File: config.mk
export PLATFORM = sky130hd
export DESIGN_NAME = srel_top
export DESIGN_NICKNAME = d
export VERILOG_FILES = /design/src/pkg/srel_pkg.sv /design/src/design/srel_top.sv /design/src/design/srel_sync.sv
export VERILOG_INCLUDE_DIRS = /design/src /design/src/pkg
export SDC_FILE = /design/constraint.sdc
export NUM_CORES = 1
export LEC_CHECK = 0
export ABC_AREA = 1
export BUFFER_PORTS_ARGS = -buffer_cell sky130_fd_sc_hd__buf_2
export CAP_MARGIN = 30
export CELL_PAD_IN_SITES_DETAIL_PLACEMENT = 1
export CELL_PAD_IN_SITES_GLOBAL_PLACEMENT = 1
export CORE_AREA = 3 3 132 147
export CTS_BUF_LIST = sky130_fd_sc_hd__clkbuf_8
export CTS_CLUSTER_SIZE = 40
export DETAILED_ROUTE_END_ITERATION = 8
export DIE_AREA = 0 0 135 150
export PLACE_DENSITY = 0.94
export SLEW_MARGIN = 30
export SYNTH_ARGS = -nofsm -noshare
export SYNTH_HDL_FRONTEND = slang
export SYNTH_SLANG_ARGS = --single-unit
File: constraint.sdc
create_clock -name mclk_i -period 9.6 [get_ports mclk_i]
set_input_delay 0.96 -clock mclk_i [delete_from_list [all_inputs] [get_ports mclk_i]]
set_output_delay 0.96 -clock mclk_i [all_outputs]
set_load 0.01 [all_outputs]
File: src/pkg/srel_defs.svh
// Constants of the safety relay evaluation logic: offsets, fields, resets, timing
`ifndef SREL_DEFS_SVH
`define SREL_DEFS_SVH

// Register byte offsets
`define SREL_CTRL_OFS     8'h00
`define SREL_STAT_OFS     8'h04

// Control register fields
`define SREL_MODE_LSB     0
`define SREL_MODE_MSB     1
`define SREL_CROSS_BIT    2
`define SREL_SYNC_BIT     3
`define SREL_STT_BIT      4
`define SREL_SEMI_BIT     5
`define SREL_CLR_BIT      6

// Control reset values
`define SREL_MODE_RST     2'h2
`define SREL_CROSS_RST    1'h1
`define SREL_SYNC_RST     1'h0
`define SREL_STT_RST      1'h0
`define SREL_SEMI_RST     1'h0

// Clock rate and times
`define SREL_CLK_KHZ      20000
`define SREL_START_MS     2000
`define SREL_SYNC_MS      500
`define SREL_DLY_MS       1000
`define SREL_START_CYC    (`SREL_START_MS * `SREL_CLK_KHZ)
`define SREL_SYNC_CYC     (`SREL_SYNC_MS * `SREL_CLK_KHZ)
`define SREL_DLY_CYC      (`SREL_DLY_MS * `SREL_CLK_KHZ)
`define SREL_SLOT_CYC     8'h64
`define SREL_SELFTEST_CYC 8'h10
`define SREL_BLINK_BIT    22

`endif

File: src/pkg/srel_pkg.sv
// Types of the safety relay evaluation logic
package srel_pkg;
  // Start modes as coded in the control register
  typedef enum logic [1:0] {
    SREL_AUTO,
    SREL_MANUAL,
    SREL_MONITORED,
    SREL_MODE_RSVD
  } srel_mode_t;

  // Main evaluation states
  typedef enum logic [1:0] {
    SREL_INIT,
    SREL_WAIT,
    SREL_RUN,
    SREL_FAULT
  } srel_state_t;
endpackage

File: src/design/srel_top.sv
// Two-channel safety relay evaluation logic with Wishbone registers
// Notes on behaviour
// - Test outputs carry distinct pulse patterns
// - Foreign pulse on an input flags cross-circuit
// - Cross-circuit checking can be switched off
// - Trip or fault opens every enabling output
// - Relay variant: signaling output closes on trip
// - Semiconductor variant: signaling output opens on trip
// - No enable unless feedback loop closed
// - Delayed output drops a delay after trip
// - Supply loss drops delayed output at once
// - Auto start after input check and self-test
// - Manual start on START rising edge
// - Monitored start needs press and release
// - START held over 2 s enters fault
// - Start mode resets to monitored
// - Synchronism: both close within 0.5 s
// - Synchronism off by default, needs combination
// - Start-up test needs sensor open then close
// - Start-up test off by default
// - Fault memory is volatile, lost at reset
//
// Implementation choices: the Wishbone slave port and the register addresses.
`timescale 1ns/1ps
`include "srel_defs.svh"
module srel_top #(
  parameter logic [25:0] START_CYC = 26'(`SREL_START_CYC),
  parameter logic [25:0] SYNC_CYC  = 26'(`SREL_SYNC_CYC),
  parameter logic [25:0] DLY_CYC   = 26'(`SREL_DLY_CYC)
) (
  input  wire logic        mclk_i,
  input  wire logic        rst_i,
  input  wire logic        wb_cyc_i,
  input  wire logic        wb_stb_i,
  input  wire logic        wb_we_i,
  input  wire logic [7:0]  wb_adr_i,
  input  wire logic [3:0]  wb_sel_i,
  input  wire logic [31:0] wb_dat_i,
  output logic      [31:0] wb_dat_o,
  output logic             wb_ack_o,
  input  wire logic        sens1_i,
  input  wire logic        sens2_i,
  input  wire logic        start_i,
  input  wire logic        feedback_i,
  input  wire logic        supply_fail_i,
  output logic             test1_o,
  output logic             test2_o,
  output logic             en_inst_o,
  output logic             en_dly_o,
  output logic             signal_o,
  output logic             lamp_device_o,
  output logic             fault_indicator_lamp_o,
  output logic             lamp_enable_o,
  output logic             lamp_sensor_o
);
  import srel_pkg::*;

  logic [4:0]  pins_s;        // Synchronised pins
  logic        s1_s, s2_s, st_s, fb_s, pf_s;
  srel_mode_t  mode_r;        // Start mode
  logic        cross_en_r;    // Cross-circuit check on
  logic        sync_en_r;     // Synchronism check requested
  logic        stt_en_r;      // Start-up test on
  logic        semi_r;        // Semiconductor output variant
  logic        clr_r;         // Fault clear pulse from software
  srel_state_t st_r;          // Evaluation state
  logic [7:0]  slot_cnt_r;    // Cycles within a test slot
  logic [1:0]  slot_r;        // Test slot index
  logic        tick;          // End of a test slot
  logic        ch1_r, ch2_r;  // Channel closed as sampled
  logic        cross_hit;     // Foreign level seen on an input
  logic        cross_flt_r;   // Sticky cross-circuit fault
  logic        start_flt_r;   // Sticky START stuck fault
  logic [25:0] start_cnt_r;   // START held time
  logic        start_prev_r;  // START one cycle ago
  logic        start_rise, start_fall;
  logic        armed_r;       // Monitored start press seen
  logic [25:0] sync_cnt_r;    // Time one channel alone is closed
  logic        sync_bad_r;    // Synchronism missed
  logic        sync_act;      // Synchronism check in force
  logic        seen_open_r;   // Sensor opened since reset
  logic [7:0]  self_cnt_r;    // Self-test timer
  logic        ready;         // Inputs allow a start
  logic        go;            // Selected start condition met
  logic        trip;          // Either channel opened in run
  logic        imm_off;       // Drop delayed output at once
  logic [25:0] dly_cnt_r;     // Delay left on delayed output
  logic [22:0] blink_r;       // Lamp flash divider
  logic        wb_hit;        // New bus request this cycle

  // Pins pass two flip-flops before any logic reads them
  srel_sync #(.W(5)) u_sync (
    .mclk_i (mclk_i),
    .rst_i  (rst_i),
    .d_i    ({supply_fail_i, feedback_i, start_i, sens2_i, sens1_i}),
    .q_o    (pins_s)
  );
  assign {pf_s, fb_s, st_s, s2_s, s1_s} = pins_s;

  // Bus request is taken once; ack drops the cycle after it was given
  assign wb_hit = wb_cyc_i && wb_stb_i && !wb_ack_o;

  // Control register writes; fault clear is a one-cycle pulse
  always_ff @(posedge mclk_i or posedge rst_i) begin
    if (rst_i) begin
      mode_r     <= srel_mode_t'(`SREL_MODE_RST);
      cross_en_r <= `SREL_CROSS_RST;
      sync_en_r  <= `SREL_SYNC_RST;
      stt_en_r   <= `SREL_STT_RST;
      semi_r     <= `SREL_SEMI_RST;
      clr_r      <= 1'b0;
    end else begin
      clr_r <= 1'b0;
      // Writes land at the edge where the master samples ack, never earlier
      if (wb_cyc_i && wb_stb_i && wb_ack_o && wb_we_i && wb_sel_i[0] &&
          wb_adr_i == `SREL_CTRL_OFS) begin
        mode_r     <= srel_mode_t'(wb_dat_i[`SREL_MODE_MSB:`SREL_MODE_LSB]);
        cross_en_r <= wb_dat_i[`SREL_CROSS_BIT];
        sync_en_r  <= wb_dat_i[`SREL_SYNC_BIT];
        stt_en_r   <= wb_dat_i[`SREL_STT_BIT];
        semi_r     <= wb_dat_i[`SREL_SEMI_BIT];
        clr_r      <= wb_dat_i[`SREL_CLR_BIT];
      end
    end
  end

  // Bus answer one cycle after the request; unmapped reads give zero
  always_ff @(posedge mclk_i or posedge rst_i) begin
    if (rst_i) begin
      wb_ack_o <= 1'b0;
      wb_dat_o <= 32'h0;
    end else begin
      wb_ack_o <= wb_hit;
      if (wb_hit && !wb_we_i) begin
        case (wb_adr_i)
          `SREL_CTRL_OFS: wb_dat_o <= {26'h0, semi_r, stt_en_r, sync_en_r,
                                       cross_en_r, mode_r};
          `SREL_STAT_OFS: wb_dat_o <= {22'h0, sync_bad_r, en_dly_o, en_inst_o,
                                       start_flt_r, cross_flt_r, fb_s, ch2_r,
                                       ch1_r, st_r};
          default:        wb_dat_o <= 32'h0;
        endcase
      end
    end
  end

  // Slot divider: one enable pulse per test slot
  assign tick = (slot_cnt_r == `SREL_SLOT_CYC - 8'h01);
  always_ff @(posedge mclk_i or posedge rst_i) begin
    if (rst_i) begin
      slot_cnt_r <= 8'h0;
      slot_r     <= 2'h0;
    end else if (tick) begin
      slot_cnt_r <= 8'h0;
      slot_r     <= slot_r + 2'h1;
    end else begin
      slot_cnt_r <= slot_cnt_r + 8'h01;
    end
  end

  // Test 1 is low in slot 1, test 2 in slot 3, never together
  always_ff @(posedge mclk_i or posedge rst_i) begin
    if (rst_i) begin
      test1_o <= 1'b1;
      test2_o <= 1'b1;
    end else begin
      test1_o <= !(cross_en_r && slot_r == 2'h1);
      test2_o <= !(cross_en_r && slot_r == 2'h3);
    end
  end

  // A contact passes its own test level; high during its low slot is foreign
  assign cross_hit = cross_en_r && tick &&
                     ((!test1_o && s1_s) || (!test2_o && s2_s));

  // Channels are sampled at slot end, or every cycle with the check off, only while their own test is high
  always_ff @(posedge mclk_i or posedge rst_i) begin
    if (rst_i) begin
      ch1_r <= 1'b0;
      ch2_r <= 1'b0;
    end else if (tick || !cross_en_r) begin
      if (test1_o) ch1_r <= s1_s;
      if (test2_o) ch2_r <= s2_s;
    end
  end

  // START edges and held-time counter, saturating at the limit
  assign start_rise = st_s && !start_prev_r;
  assign start_fall = !st_s && start_prev_r;
  always_ff @(posedge mclk_i or posedge rst_i) begin
    if (rst_i) begin
      start_prev_r <= 1'b0;
      start_cnt_r  <= 26'h0;
    end else begin
      start_prev_r <= st_s;
      if (!st_s) start_cnt_r <= 26'h0;
      else if (start_cnt_r != START_CYC) start_cnt_r <= start_cnt_r + 26'h1;
    end
  end

  // Sticky faults live in flip-flops only and vanish at power loss
  // A new fault in the clear cycle wins over the clear
  always_ff @(posedge mclk_i or posedge rst_i) begin
    if (rst_i) begin
      cross_flt_r <= 1'b0;
      start_flt_r <= 1'b0;
    end else begin
      if (cross_hit) cross_flt_r <= 1'b1;
      else if (clr_r) cross_flt_r <= 1'b0;
      if (start_cnt_r == START_CYC) start_flt_r <= 1'b1;
      else if (clr_r) start_flt_r <= 1'b0;
    end
  end

  // Synchronism only with auto start, checking the closing skew
  assign sync_act = sync_en_r && mode_r == SREL_AUTO;
  always_ff @(posedge mclk_i or posedge rst_i) begin
    if (rst_i) begin
      sync_cnt_r <= 26'h0;
      sync_bad_r <= 1'b0;
    end else if (!ch1_r && !ch2_r) begin
      sync_cnt_r <= 26'h0;
      sync_bad_r <= 1'b0;
    end else if (ch1_r != ch2_r) begin
      if (sync_cnt_r != SYNC_CYC) sync_cnt_r <= sync_cnt_r + 26'h1;
      else sync_bad_r <= 1'b1;
    end
  end

  // Start-up test: remember one opening of the sensor since reset
  always_ff @(posedge mclk_i or posedge rst_i) begin
    if (rst_i) seen_open_r <= 1'b0;
    // Only a real sample counts; the reset value of the channels is no opening
    else if ((tick || !cross_en_r) && ((test1_o && !s1_s) || (test2_o && !s2_s)))
      seen_open_r <= 1'b1;
  end

  // Inputs checked, feedback closed, options satisfied
  assign ready = ch1_r && ch2_r && fb_s
                 && (!stt_en_r || seen_open_r)
                 && !(sync_act && sync_bad_r);

  // Start condition of the selected mode
  always_comb begin
    case (mode_r)
      SREL_AUTO:      go = 1'b1;
      SREL_MANUAL:    go = start_rise;
      SREL_MONITORED: go = start_fall && armed_r;
      default:        go = 1'b0;
    endcase
  end

  // Monitored start: press must happen while waiting and ready
  always_ff @(posedge mclk_i or posedge rst_i) begin
    if (rst_i) armed_r <= 1'b0;
    else if (st_r != SREL_WAIT || !ready) armed_r <= 1'b0;
    else if (start_rise) armed_r <= 1'b1;
  end

  assign trip    = !ch1_r || !ch2_r;
  assign imm_off = pf_s || st_r == SREL_FAULT;

  // Main state machine and instantaneous enable
  always_ff @(posedge mclk_i or posedge rst_i) begin
    if (rst_i) begin
      st_r       <= SREL_INIT;
      self_cnt_r <= 8'h0;
      en_inst_o  <= 1'b0;
    end else begin
      case (st_r)
        SREL_INIT: begin
          // Self-test window before any start is allowed
          self_cnt_r <= self_cnt_r + 8'h01;
          if (cross_flt_r || start_flt_r) st_r <= SREL_FAULT;
          else if (self_cnt_r == `SREL_SELFTEST_CYC) st_r <= SREL_WAIT;
        end
        SREL_WAIT: begin
          if (cross_flt_r || start_flt_r) st_r <= SREL_FAULT;
          else if (ready && go) begin
            st_r      <= SREL_RUN;
            en_inst_o <= 1'b1;
          end
        end
        SREL_RUN: begin
          if (cross_flt_r || start_flt_r || pf_s) begin
            st_r      <= SREL_FAULT;
            en_inst_o <= 1'b0;
          end else if (trip) begin
            st_r      <= SREL_WAIT;
            en_inst_o <= 1'b0;
          end
        end
        SREL_FAULT: begin
          // Leave only when cleared with faults gone and START released
          en_inst_o <= 1'b0;
          // A stuck-START flag raised in the clear cycle keeps the fault
          if (clr_r && !cross_hit && !st_s && start_cnt_r != START_CYC) st_r <= SREL_WAIT;
        end
        default: begin
          st_r      <= SREL_FAULT;
          en_inst_o <= 1'b0;
        end
      endcase
    end
  end

  // Delayed output follows the trip after the delay, unless forced off
  always_ff @(posedge mclk_i or posedge rst_i) begin
    if (rst_i) begin
      en_dly_o  <= 1'b0;
      dly_cnt_r <= 26'h0;
    end else if (imm_off) begin
      en_dly_o  <= 1'b0;
      dly_cnt_r <= 26'h0;
    end else if (en_inst_o) begin
      en_dly_o  <= 1'b1;
      dly_cnt_r <= DLY_CYC;
    end else if (dly_cnt_r != 26'h0) begin
      dly_cnt_r <= dly_cnt_r - 26'h1;
    end else begin
      en_dly_o  <= 1'b0;
    end
  end

  // Signaling output polarity depends on output variant
  always_ff @(posedge mclk_i or posedge rst_i) begin
    if (rst_i) signal_o <= !`SREL_SEMI_RST;
    else if (semi_r) signal_o <= (st_r == SREL_RUN);
    else signal_o <= (st_r != SREL_RUN);
  end

  // Lamps; fault pattern is device on, fault and enable flashing, sensor off
  always_ff @(posedge mclk_i or posedge rst_i) begin
    if (rst_i) begin
      blink_r                <= 23'h0;
      lamp_device_o          <= 1'b0;
      fault_indicator_lamp_o <= 1'b0;
      lamp_enable_o          <= 1'b0;
      lamp_sensor_o          <= 1'b0;
    end else begin
      blink_r       <= blink_r + 23'h1;
      lamp_device_o <= 1'b1;
      if (st_r == SREL_FAULT) begin
        fault_indicator_lamp_o <= blink_r[`SREL_BLINK_BIT];
        lamp_enable_o          <= blink_r[`SREL_BLINK_BIT];
        lamp_sensor_o          <= 1'b0;
      end else begin
        fault_indicator_lamp_o <= 1'b0;
        lamp_enable_o          <= en_inst_o;
        lamp_sensor_o          <= ch1_r && ch2_r;
      end
    end
  end
endmodule

File: src/design/srel_sync.sv
// Two-stage synchroniser for pin inputs
`timescale 1ns/1ps
module srel_sync #(
  parameter int W = 1
) (
  input  wire logic         mclk_i,
  input  wire logic         rst_i,
  input  wire logic [W-1:0] d_i,
  output logic      [W-1:0] q_o
);
  logic [W-1:0] meta_r;  // First stage, read only by the second

  // Both stages reset to the open, inactive level
  always_ff @(posedge mclk_i or posedge rst_i) begin
    if (rst_i) begin
      meta_r <= '0;
      q_o    <= '0;
    end else begin
      meta_r <= d_i;
      q_o    <= meta_r;
    end
  end
endmodule

==> results of run 1 <==
[how the worst min path moves through the flow]
stage | cells past startpoint | slack, ns | endpoint | start
2_1_floorplan | 0 | 0.33 | u_sync.q_o[0] | u_sync.meta_r[0]
6_report | 0 | 0.36 | u_sync.q_o[0] | u_sync.meta_r[0]
5_1_grt | 0 | 0.38 | u_sync.q_o[0] | u_sync.meta_r[0]
3_3_place_gp | 0 | 0.33 | u_sync.q_o[2] | u_sync.meta_r[2]
4_1_cts | 0 | 0.37 | u_sync.q_o[0] | u_sync.meta_r[0]
3_5_place_dp | 0 | 0.34 | u_sync.q_o[0] | u_sync.meta_r[0]
[synthesized netlist by cell type (2+ instances only)]
library cell / count
nand3b_1: 4
nor3b_1: 3
nor4_1: 8
dfstp_2: 5
o31ai_1: 2
a21oi_1: 31
o21ai_2: 12
nor2_1: 169
nand2_1: 219
buf_4: 22
o22ai_1: 6
buf_2: 6
a21o_1: 2
nor2_8: 2
a31oi_1: 4
o21bai_1: 3
dfrtp_1: 161
inv_1: 132
nor2_2: 7
clkbuf_1: 7
nand4_1: 25
a21boi_0: 2
or2_2: 4
xor2_1: 36
o221ai_1: 5
nor3_1: 39
inv_2: 4
nand3_1: 82
xnor2_1: 18
buf_12: 2
conb_1: 2
o21ai_0: 34
ha_1: 11
nand2_2: 13
nor2_4: 4
[registers in the layout (all words and copies together) (netlist names), 2 cells and up]
name and cells:
blink_r 23, dly_cnt_r 26, mode_r 2, self_cnt_r 8, slot_cnt_r 8, slot_r 2
st_r 2, start_cnt_r 26, sync_cnt_r 26, u_sync.meta_r 5, u_sync.q_o 5, wb_dat_o 10
[layer usage]
| metal | routed length, um | track usage [%] |
|---|---|---|
| met2 | 12200 | 43.5 |
| met3 | 983 | 4.54 |
| met5 | 0 | 0 |
| met1 | 10200 | 29.7 |
| met4 | 565 | 8.52 |
[cell type report]
type	count	area share [%]
Sequential cell	166	43.3
Inverter	137	5.40
Clock inverter	14	1.47
Timing Repair Buffer	48	2.82
Multi-Input combinational cell	778	41.3
Clock buffer	18	2.58
Tap cell	243	3.16
[where the power goes]
group / total, mW / leakage, nW / switching (mW) / internal (mW)
clock: 0.511 / 0.185 / 0.293 / 0.218
sequential: 0.849 / 2.18 / 0.0826 / 0.767
combinational: 0.557 / 2.25 / 0.384 / 0.174
[kinds of logic (layout without fill, tap and decap cells)]
kind of cell               count (synthesis)  in the layout  synth area share (%)
and+or+nand+nor                          586            586                  29.8
buffers and inverters                    175            217                  8.96
DFF                                      166            166                  47.1
AOI/OAI and AO/OA                        104            104                  7.07
xor gates and xnor gates                  54             54                  5.36
adders and majority gates                 11             11                  1.56
other                                      2             23                0.0851
[per-stage QoR]
| step | std cells | util (%) | area [um^2] |
|---|---|---|---|
| 2_1_floorplan | 1119 | - | 8910 |
| 3_3_place_gp | 1371 | 50.6 | 9190 |
| 3_5_place_dp | 1371 | 50.6 | 9190 |
| 4_1_cts | 1403 | 52.7 | 9570 |
| 5_1_grt | 1404 | 53.0 | 9610 |
| 6_report | 1404 | 53.0 | 9610 |
==> summary.txt, run 1 <==
Status
  • Outcome: finished clean

Pwr
  • Worst vdd ir: about 0.13 mV
  • Total power: 1.92 mW
  • Pwr per Cell Area: 199 nW/um^2
  • Lkg Pwr: ~4.6 nW

Timing
  • Max-slew violations: 0
  • PnR worst setup slack: between 7 and 8 ns
  • Clock period minus worst slack: between 2 and 2.5 ns
  • Final hold viol count: 0
  • Setup total negative slack: 0 ns
  • Tcrit/Tclk final: around a quarter
  • Worst Tran Pin Value: between 0.7 and 0.8 ns
  • Clock skew: about 0.016 ns
  • Final Setup Violations: 0
  • Peak Freq: approximately 0.40 GHz
  • Fin Hold WS: 0.363 ns
  • Relative slew slack: between 50 and 60%
  • Unrepaired setup endpoints after global routing: false

Floorplanning
  • I/O pin total: 96
  • Chip height: 150 um
  • Placeable Area: around 18000 um^2
  • FP Rows: 52
  • Chip width: around 140 um
  • Die area: 20300 um^2
  • Starting Density: a little under 50%

Global route
  • Largest net degree at the start of global routing: slightly below 100
  • Grt ovf: 0
  • First-pass GRT wire length: 39700 um
  • Gr usage total: 24.4%
  • Initial antenna violation count: 0
  • Vias in the first global route: 8214

Synth
  • Biggest area consumer among synthesized cells: dfrtp_1
  • Post-Syn Instances: between 1000 and 1500
  • Ys async rst share: between 90% and 100%
  • Most used DFF post-synth: dfrtp_1
  • Yosys top cell area share: a little under half
  • Mapped cell area: slightly below 9000 um^2
  • Yosys Warn Count: 0
  • Seq/Total Area, Yosys: a little under half
  • Top post-synthesis cells by area: dfrtp_1 46%, nand2_1 9.3%, nor2_1 7.2%
  • Post-Syn Area per Cell: 8.04 um^2
  • #FFs+latches synth: ~170
  • Synth cell types: 47
  • Post-synth EDFFs: 0

Critical path
  • CP Buf/Inv Count: 1
  • Req. time, crit path: around 8.6 ns
  • CP top delay family: flip-flops
  • Max stage delay cell, worst path: dfrtp_1
  • Worst Reg-to-Reg Cells: 10
  • Worst Setup SP: en_inst_o
  • Worst path max stage delay: around 0.79 ns
  • CP Class: register to output pin
  • RR Endpoint: sync_cnt_r[8]
  • Worst setup path endpoint: en_inst_o
  • Worst EP arrival: between 1.5 and 2 ns
  • Worst R2R Setup Slack: approximately 7.4 ns
  • Worst R2R Start: sync_cnt_r[0]
  • CP Max Fanout: 17
  • CP Capture Type: output pin
  • Critical path depth: 1
  • Worst-path cell chain: buf_2
  • Worst Setup Start Kind: register

Route
  • Initial DRC count: approximately 500
  • DR pass1 iterations: 6
  • ANT nets after route: 0
  • Final wirelength: ~24000 um
  • Via density: between 5 and 6
  • Avg WL per Cell: 17.1 um
  • Via count: around 7600
  • DRC viols: 0

Clock tree
  • Clk buf depth: 2
  • Clock H-tree levels: 4
  • CTS tree: yes
  • Setup bufs post-CTS: 0
  • CTS root buffer: clkbuf_8
  • Clock buffers created by TritonCTS: 17
  • # resized after CTS: 0
  • Clk pin slew, worst setup/hold paths: about 0.10 ns
  • CTS sink cnt: roughly 170
  • Clk_lat worst skew: 0.48 ns
  • CTS Hold Bufs: 0

Layout
  • Multi-input gate area: about 4000 um^2
  • Commonest non-fill, non-tap cell in the layout: nand2_1
  • Sequential cell area: approximately 4200 um^2
  • Area grow syn2layout: 8.92%
  • Layout cell share with drive strength beyond 1: between 10% and 20%
  • Ant diodes: 0
  • Commonest non-fill, non-tap cells in the layout: 219 x nand2_1, 169 x nor2_1, 161 x dfrtp_1
  • Fillers: roughly 2200
  • Layout Nets: ~1200

Worst hold path
  • Worst Hold Class: register to register

Place
  • Setup WS pre-CTS: roughly 6.6 ns
  • GPL Wtd Cong: about 0.87
  • Post-DP HPWL: 17000 um
  • I/O Buffers: 45

Job
  • MaxCap Viol Count: 0
(Power assumes the default switching activity.)
==> run 2, diff against run 1 <==
Settings changed: CORE_AREA 3 3 132 147 to 3 3 144 160, DIE_AREA 0 0 135 150 to 0 0 147 163, PLACE_DENSITY 0.94 to 0.85.
Clock period 9.6 ns to 2 ns, I/O delays scaled along.
==> run 2 against run 1 <==
  * Wire length fell by 2.7%
  * Design area rose by 4.9%
  * Global-route usage fell by 4.1 points
  * Combinational power rose to 5.1 times the previous value
  * Count of clock-buffer cells in the layout fell by 1
  * Via count fell by 0.89%
  * Sequential power rose to 4.8 times the previous value
  * Die area rose by 18%
  * Clock skew fell by 0.0046 ns
  * Flip-flop and latch count did not move
  * Critical endpoint is now sync_cnt_r[1]
  * Final cell count rose by 6.5%
==> summary.txt, run 2 (same netlist as run 1, synthesis figures left out) <==
Timing
  • Final Setup Violations: 0 (unchanged)
  • Setup total negative slack: 0 ns (unchanged)
  • Tcrit/Tclk final: between 90% and 100%
  • Final hold viol count: 0 (unchanged)
  • Relative slew slack: 65.0% (+13 points)
  • Peak Freq: 0.548 GHz
  • Worst Tran Pin Value: 0.523 ns (-0.195 ns)
  • Fin Hold WS: 0.0248 ns (-0.338 ns)
  • Max-slew violations: 0 (unchanged)
  • Clock period minus worst slack: between 1.5 and 2 ns
  • Clock skew: 0.0115 ns (-0.00459 ns)

Global route
  • Met3 GRT Util: 2.76% (-1.8 points)
  • Initial antenna violation count: 0 (unchanged)
  • Routing usage on met2: 36.6% (-7.0 points)
  • Grt peak-use layer: met2
  • Routing usage on met1: 25.3% (-4.5 points)
  • Grt ovf: 0 (unchanged)
  • First-pass GRT wire length: 39800 um (+0.21%)
  • Gr usage total: 20.3% (-4.1 points)
  • Largest net degree at the start of global routing: 70 (-29%)
  • Vias in the first global route: 8058 (-1.9%)

Clock tree
  • CTS tree: yes
  • Clk pin slew, worst setup/hold paths: 0.10 ns (about the same)
  • Clock H-tree levels: 4 (unchanged)
  • Clk buf depth: 2 (unchanged)
  • CTS root buffer: clkbuf_8
  • Clock buffers created by TritonCTS: 17 (unchanged)
  • Clk_lat worst skew: 0.47 ns (about the same)
  • CTS sink cnt: 166 (unchanged)

Critical path
  • Worst path max stage delay: 0.44 ns (-0.35 ns)
  • Worst Setup Start Kind: register
  • CP Capture Type: register
  • Worst-path cell chain: inv_1 > ha_1 > nand3_1 > nor2_1 > nand3b_1 > nor2_4 > buf_4 > o21ai_4 > o21ai_0
  • Req. time, crit path: 2.35 ns (-6.29 ns)
  • Worst EP arrival: 2.17 ns (+0.64 ns)
  • CP Class: register to register
  • Max stage delay cell, worst path: dfrtp_1
  • CP Max Fanout: 14 (-3)

Layout
  • Multi-input gate area: 4000 um^2 (+0.72%)
  • Area grow syn2layout: 14.3%
  • Ant diodes: 0 (unchanged)
  • Top flop regs: dly_cnt_r (26), start_cnt_r (26), sync_cnt_r (26)
  • Commonest non-fill, non-tap cell in the layout: nand2_1
  • Layout Nets: 1257 (+3.6%)
  • Commonest non-fill, non-tap cells in the layout: 218 x nand2_1, 169 x nor2_1, 161 x dfrtp_1
  • Fillers: 2684 (+20%)
  • Sequential cell area: 4160 um^2 (unchanged)
  • Layout cell share with drive strength beyond 1: 14.4% (+2.6 points)
  • Cell area after layout: 10100 um^2 (+4.9%)

Floorplanning
  • FP Rows: 56 (+7.7%)
  • Die area: 24000 um^2 (+18%)
  • Chip width: 147 um (+8.9%)
  • Starting Density: 41.2% (-7.5 points)
  • Chip height: 163 um (+8.7%)
  • I/O pin total: 96 (unchanged)
  • Placeable Area: 21400 um^2 (+18%)

Route
  • Via count: 7562 (-0.89%)
  • Initial DRC count: 352 (-29%)
  • ANT nets after route: 0 (unchanged)
  • Avg WL per Cell: 15.6 um (-8.6%)
  • Final wirelength: 23300 um (-2.7%)
  • DR pass1 iterations: 4 (-2)
  • DRC viols: 0 (unchanged)
  • Via density: 5.06 (-6.9%)

Worst hold path
  • Worst Hold Class: input port to register

Pwr
  • Worst vdd ir: 0.492 mV (+290%)
  • Pwr per Cell Area: 931 nW/um^2 (+370%)
  • Lkg Pwr: 4.85 nW (+4.9%)

Status
  • Outcome: finished clean

Place
  • GPL Wtd Cong: 0.876 (+1.3%)
  • I/O Buffers: 45 (unchanged)
  • Post-DP HPWL: 17300 um (+1.6%)
  • Area post-placement: 9500 um^2 (+3.4%)

Job
  • MaxCap Viol Count: 0 (unchanged)
## run 2: final timing paths
path | from | end | slack [ns] | cells after the start
worst max-delay path | sync_cnt_r[0] | sync_cnt_r[1] | 0.18 | 9
worst min-delay path | wb_stb_i | wb_ack_o | 0.02 | 3
worst max register to register | sync_cnt_r[0] | sync_cnt_r[1] | 0.18 | 9
worst min register to register | u_sync.meta_r[2] | u_sync.q_o[2] | 0.36 | 0
max in group asynchronous | rst_i | blink_r[2] | 0.98 | 4
min in group asynchronous | rst_i | slot_cnt_r[1] | 0.24 | 3
## run 2: repair_timing
| action | in CTS | in global routing |
|---|---|---|
| buffers inserted | 0 | 3 |
| setup endpoints to repair | 0 | 46 |
| endpoints found under the hold margin | 23 | 0 |
| gates resized for setup | 0 | 8 |
| hold buffers | 13 | 0 |
## run 2: cell type report
class | count | share of cell area (%)
multi-input cells | 778 | 39.6
well taps | 290 | 3.60
repair buffers | 92 | 6.42
clock inverters | 15 | 1.66
clock buffers | 17 | 2.32
flip-flops and latches | 166 | 41.2
inverters | 137 | 5.13
## run 2: stage by stage
stage | setup slack (ns) | util (%) | std cells | total power [mW]
6_report | 0.176 | 47.1 | 1495 | 9.39
5_1_grt | -0.000448 | 47.1 | 1495 | 10.1
2_1_floorplan | -0.309 | - | 1119 | 6.01
3_3_place_gp | 0.129 | 44.3 | 1447 | 6.73
4_1_cts | 0.0617 | 46.8 | 1492 | 9.42
3_5_place_dp | 0.0958 | 44.3 | 1447 | 6.87
## run 2: layer usage
layer	vias up	share of wire [%]
met5	-	0
met4	0	2.0
met3	30	3.2
met2	129	52
met1	3742	43
li1	3661	-
## run 2: report_power, final
part / leakage, nW / internal, mW / switching, mW
Sequential: 2.18 / 3.68 / 0.357
Clock: 0.201 / 1.04 / 1.46
Combinational: 2.47 / 0.989 / 1.86
## run 2: critical path, delay by kind of cell (launching register included)
family,cells,cell delay [ns]
DFF,1,0.44
adders and majority gates,1,0.20
AOI/OAI and AO/OA,2,0.50
buffers and inverters,2,0.24
and+or+nand+nor,4,0.32
==> run 3, diff against run 2 <==
Settings changed: PLACE_DENSITY 0.85 to default, PLACE_DENSITY_LB_ADDON from default to 0.1.
==> run 3 against run 2 <==
  * Hold slack better by 0.053 ns
  * Global-route usage down 0.54 points
  * Sequential power about the same
  * Core utilization up 0.41 points
  * Non-clock buffer count up 7
  * Final cell count up 0.47%
  * Setup slack worse by 0.022 ns
  * Sequential share of layout area down 0.36 points
  * First-iteration DRC count down 25%
  * Maximum frequency down 1.2%
  * Critical path type unchanged
  * Largest cell class unchanged
==> summary.txt, run 3 (same netlist as run 1, synthesis figures left out) <==
Status
  • Outcome: finished clean

Pwr
  • Lkg Pwr: 4.90 nW (+0.99%)
  • Power share of the clock group: 26.9% (+0.3 points)
  • Switching pwr: 3.62 mW (-1.6%)
  • Total power: 9.40 mW (+0.11%)
  • Register share of total power: 43.1% (about the same)
  • Worst vdd ir: 0.506 mV (+2.8%)
  • Pwr per Cell Area: 924 nW/um^2 (-0.76%)
  • Switching share of power: 38.5% (-0.67 points)
  • Combinational share of power: 30.1% (-0.3 points)
  • Internal power: 5.78 mW (+1.2%)

Critical path
  • Req. time, crit path: 2.38 ns (+0.03 ns)
  • Worst setup path endpoint: sync_cnt_r[17]
  • Worst Setup SP: sync_cnt_r[0]
  • CP Class: register to register
  • Worst Setup Start Kind: register
  • Worst R2R Setup Slack: 0.15 ns (-0.02 ns)
  • Worst EP arrival: 2.22 ns (+0.05 ns)
  • Worst Reg-to-Reg Cells: 11 (+2)
  • RR Endpoint: sync_cnt_r[17]
  • CP Capture Type: register
  • CP Max Fanout: 16 (+2)
  • Worst R2R Start: sync_cnt_r[0]

Global route
  • Vias in the first global route: 7889 (-2.1%)
  • Grt ovf: 0 (unchanged)
  • Largest net degree at the start of global routing: 65 (-7.1%)
  • First-pass GRT wire length: 38900 um (-2.3%)
  • Initial antenna violation count: 0 (unchanged)
  • Gr usage total: 19.8% (-0.54 points)

Timing
  • Unrepaired setup endpoints after global routing: false
  • Clock skew: 0.0164 ns (+0.00491 ns)
  • PnR worst setup slack: 0.154 ns (-0.0224 ns)
  • Setup total negative slack: 0 ns (unchanged)
  • Final hold viol count: 0 (unchanged)
  • Max-slew violations: 0 (unchanged)
  • Tcrit/Tclk final: 92.3% (+1.1 points)
  • Final Setup Violations: 0 (unchanged)
  • Clock period minus worst slack: 1.85 ns (+0.0224 ns)
  • Fin Hold WS: 0.0774 ns (+0.0527 ns)
  • Peak Freq: 0.542 GHz (-1.2%)

Route
  • ANT nets after route: 0 (unchanged)
  • Via density: 4.88 (-3.5%)
  • DRC viols: 0 (unchanged)
  • DR pass1 iterations: 6 (+2)
  • Final wirelength: 22300 um (-4.3%)
  • Initial DRC count: 264 (-25%)
  • Met3 WL: 413 um (-45%)
  • Top Layer Used: met4
  • Avg WL per Cell: 14.9 um (-4.8%)
  • Via count: 7330 (-3.1%)
  • M1 wire length: 10800 um (+8.2%)
  • Met2 WL post-DR: 10800 um (-10%)

Floorplanning
  • Chip height: 163 um (unchanged)
  • Chip width: 147 um (unchanged)
  • Placeable Area: 21400 um^2 (unchanged)
  • Die area: 24000 um^2 (unchanged)
  • Starting Density: 41.2% (unchanged)
  • I/O pin total: 96 (unchanged)
  • FP Rows: 56 (unchanged)

Clock tree
  • Clk pin slew, worst setup/hold paths: 0.11 ns (about the same)
  • CTS sink cnt: 166 (unchanged)
  • Clock buffers created by TritonCTS: 17 (unchanged)
  • Clk buf depth: 2 (unchanged)
  • Clock H-tree levels: 4 (unchanged)
  • CTS root buffer: clkbuf_8
  • Clk_lat worst skew: 0.46 ns (about the same)
  • CTS tree: yes

Layout
  • Area grow syn2layout: 15.3%
  • Fillers: 2676 (-0.30%)
  • Layout cell share with drive strength beyond 1: 14.4% (about the same)
  • Commonest non-fill, non-tap cells in the layout: 219 x nand2_1, 169 x nor2_1, 161 x dfrtp_1
  • Commonest non-fill, non-tap cell in the layout: nand2_1
  • Ant diodes: 0 (unchanged)
  • Top flop regs: dly_cnt_r (26), start_cnt_r (26), sync_cnt_r (26)
  • Layout Nets: 1264 (+0.56%)
  • Final core utilization: 47.5% (+0.41 points)

Worst hold path
  • Worst Hold Class: input port to register
  • Worst hold start: wb_we_i

Place
  • GPL Wtd Cong: 0.831 (-5.2%)
  • I/O Buffers: 45 (unchanged)
  • Post-DP HPWL: 17000 um (-1.6%)
  • Setup WS pre-CTS: 0.125 ns (+0.0289 ns)

Job
  • MaxCap Viol Count: 0 (unchanged)
==> run 3: cell count changes in the layout (fill, tap and decap cells not counted), moves of 2 or more <==
cell and change:
buf_12 +3, inv_6 -2, inv_8 +4, dlygate4sd3_1 +2, buf_4 +2
==> run 3: area by class of cell <==
type / instances / area (um^2) / area share, %
inverters: 137 / 518 / 5.09
clock inverters: 15 / 181 / 1.78
flip-flops and latches: 166 / 4160 / 40.9
well taps: 290 / 363 / 3.56
repair buffers: 99 / 743 / 7.30
clock buffers: 17 / 234 / 2.30
multi-input cells: 778 / 3980 / 39.1
==> run 3: metrics by stage <==
step | instances | cell area, um^2
after floorplan | 1119 | 8910
after global placement | 1453 | 9580
after detailed placement | 1453 | 9580
after CTS | 1500 | 10100
after global routing | 1502 | 10200
final | 1502 | 10200
==> run 3: worst min path at each step <==
stage,end,slack (ns),cells past startpoint
after global routing,wb_dat_o[4],0.06,3
final,wb_dat_o[4],0.08,3
after detailed placement,slot_cnt_r[5],0.23,2
after global placement,slot_cnt_r[5],0.21,2
after CTS,wb_dat_o[4],0.05,3
after floorplan,u_sync.meta_r[0],0.23,0
==> run 3: what timing repair did <==
| action | CTS | global route |
|---|---|---|
| hold buffers | 15 | 0 |
| resized for setup | 0 | 3 |
| endpoints found under the hold margin | 27 | 0 |
| endpoints found under the setup margin | 0 | 26 |
| setup buffers | 0 | 2 |
==> run 3: critical path, cell delays in order (launching register included) <==
cell and delay (ns):
dfrtp_1 0.43, inv_1 0.12, ha_1 0.15, nand3_1 0.07, nor2_1 0.14, nand3b_1 0.13, nor2_4 0.19, nor2_4 0.11
nor2_8 0.13, buf_12 0.17, nand2_2 0.06, o21ai_2 0.06
==> run 3: per-layer routing <==
| metal | track usage (%) | up-vias |
|---|---|---|
| met4 | 4.92 | 0 |
| met2 | 33.8 | 74 |
| met3 | 2.70 | 17 |
| li1 | - | 3678 |
| met5 | 0 | - |
| met1 | 26.7 | 3561 |
==> run 3: power by group through the flow <==
stage | logic [mW] | registers (mW) | clock network (mW)
after global routing | 3.25 | 4.11 | 2.77
after global placement | 2.75 | 4.11 | 0
final | 2.83 | 4.05 | 2.53
after CTS | 2.86 | 4.05 | 2.62
after floorplan | 2.01 | 4.00 | 0
after detailed placement | 2.82 | 4.11 | 0
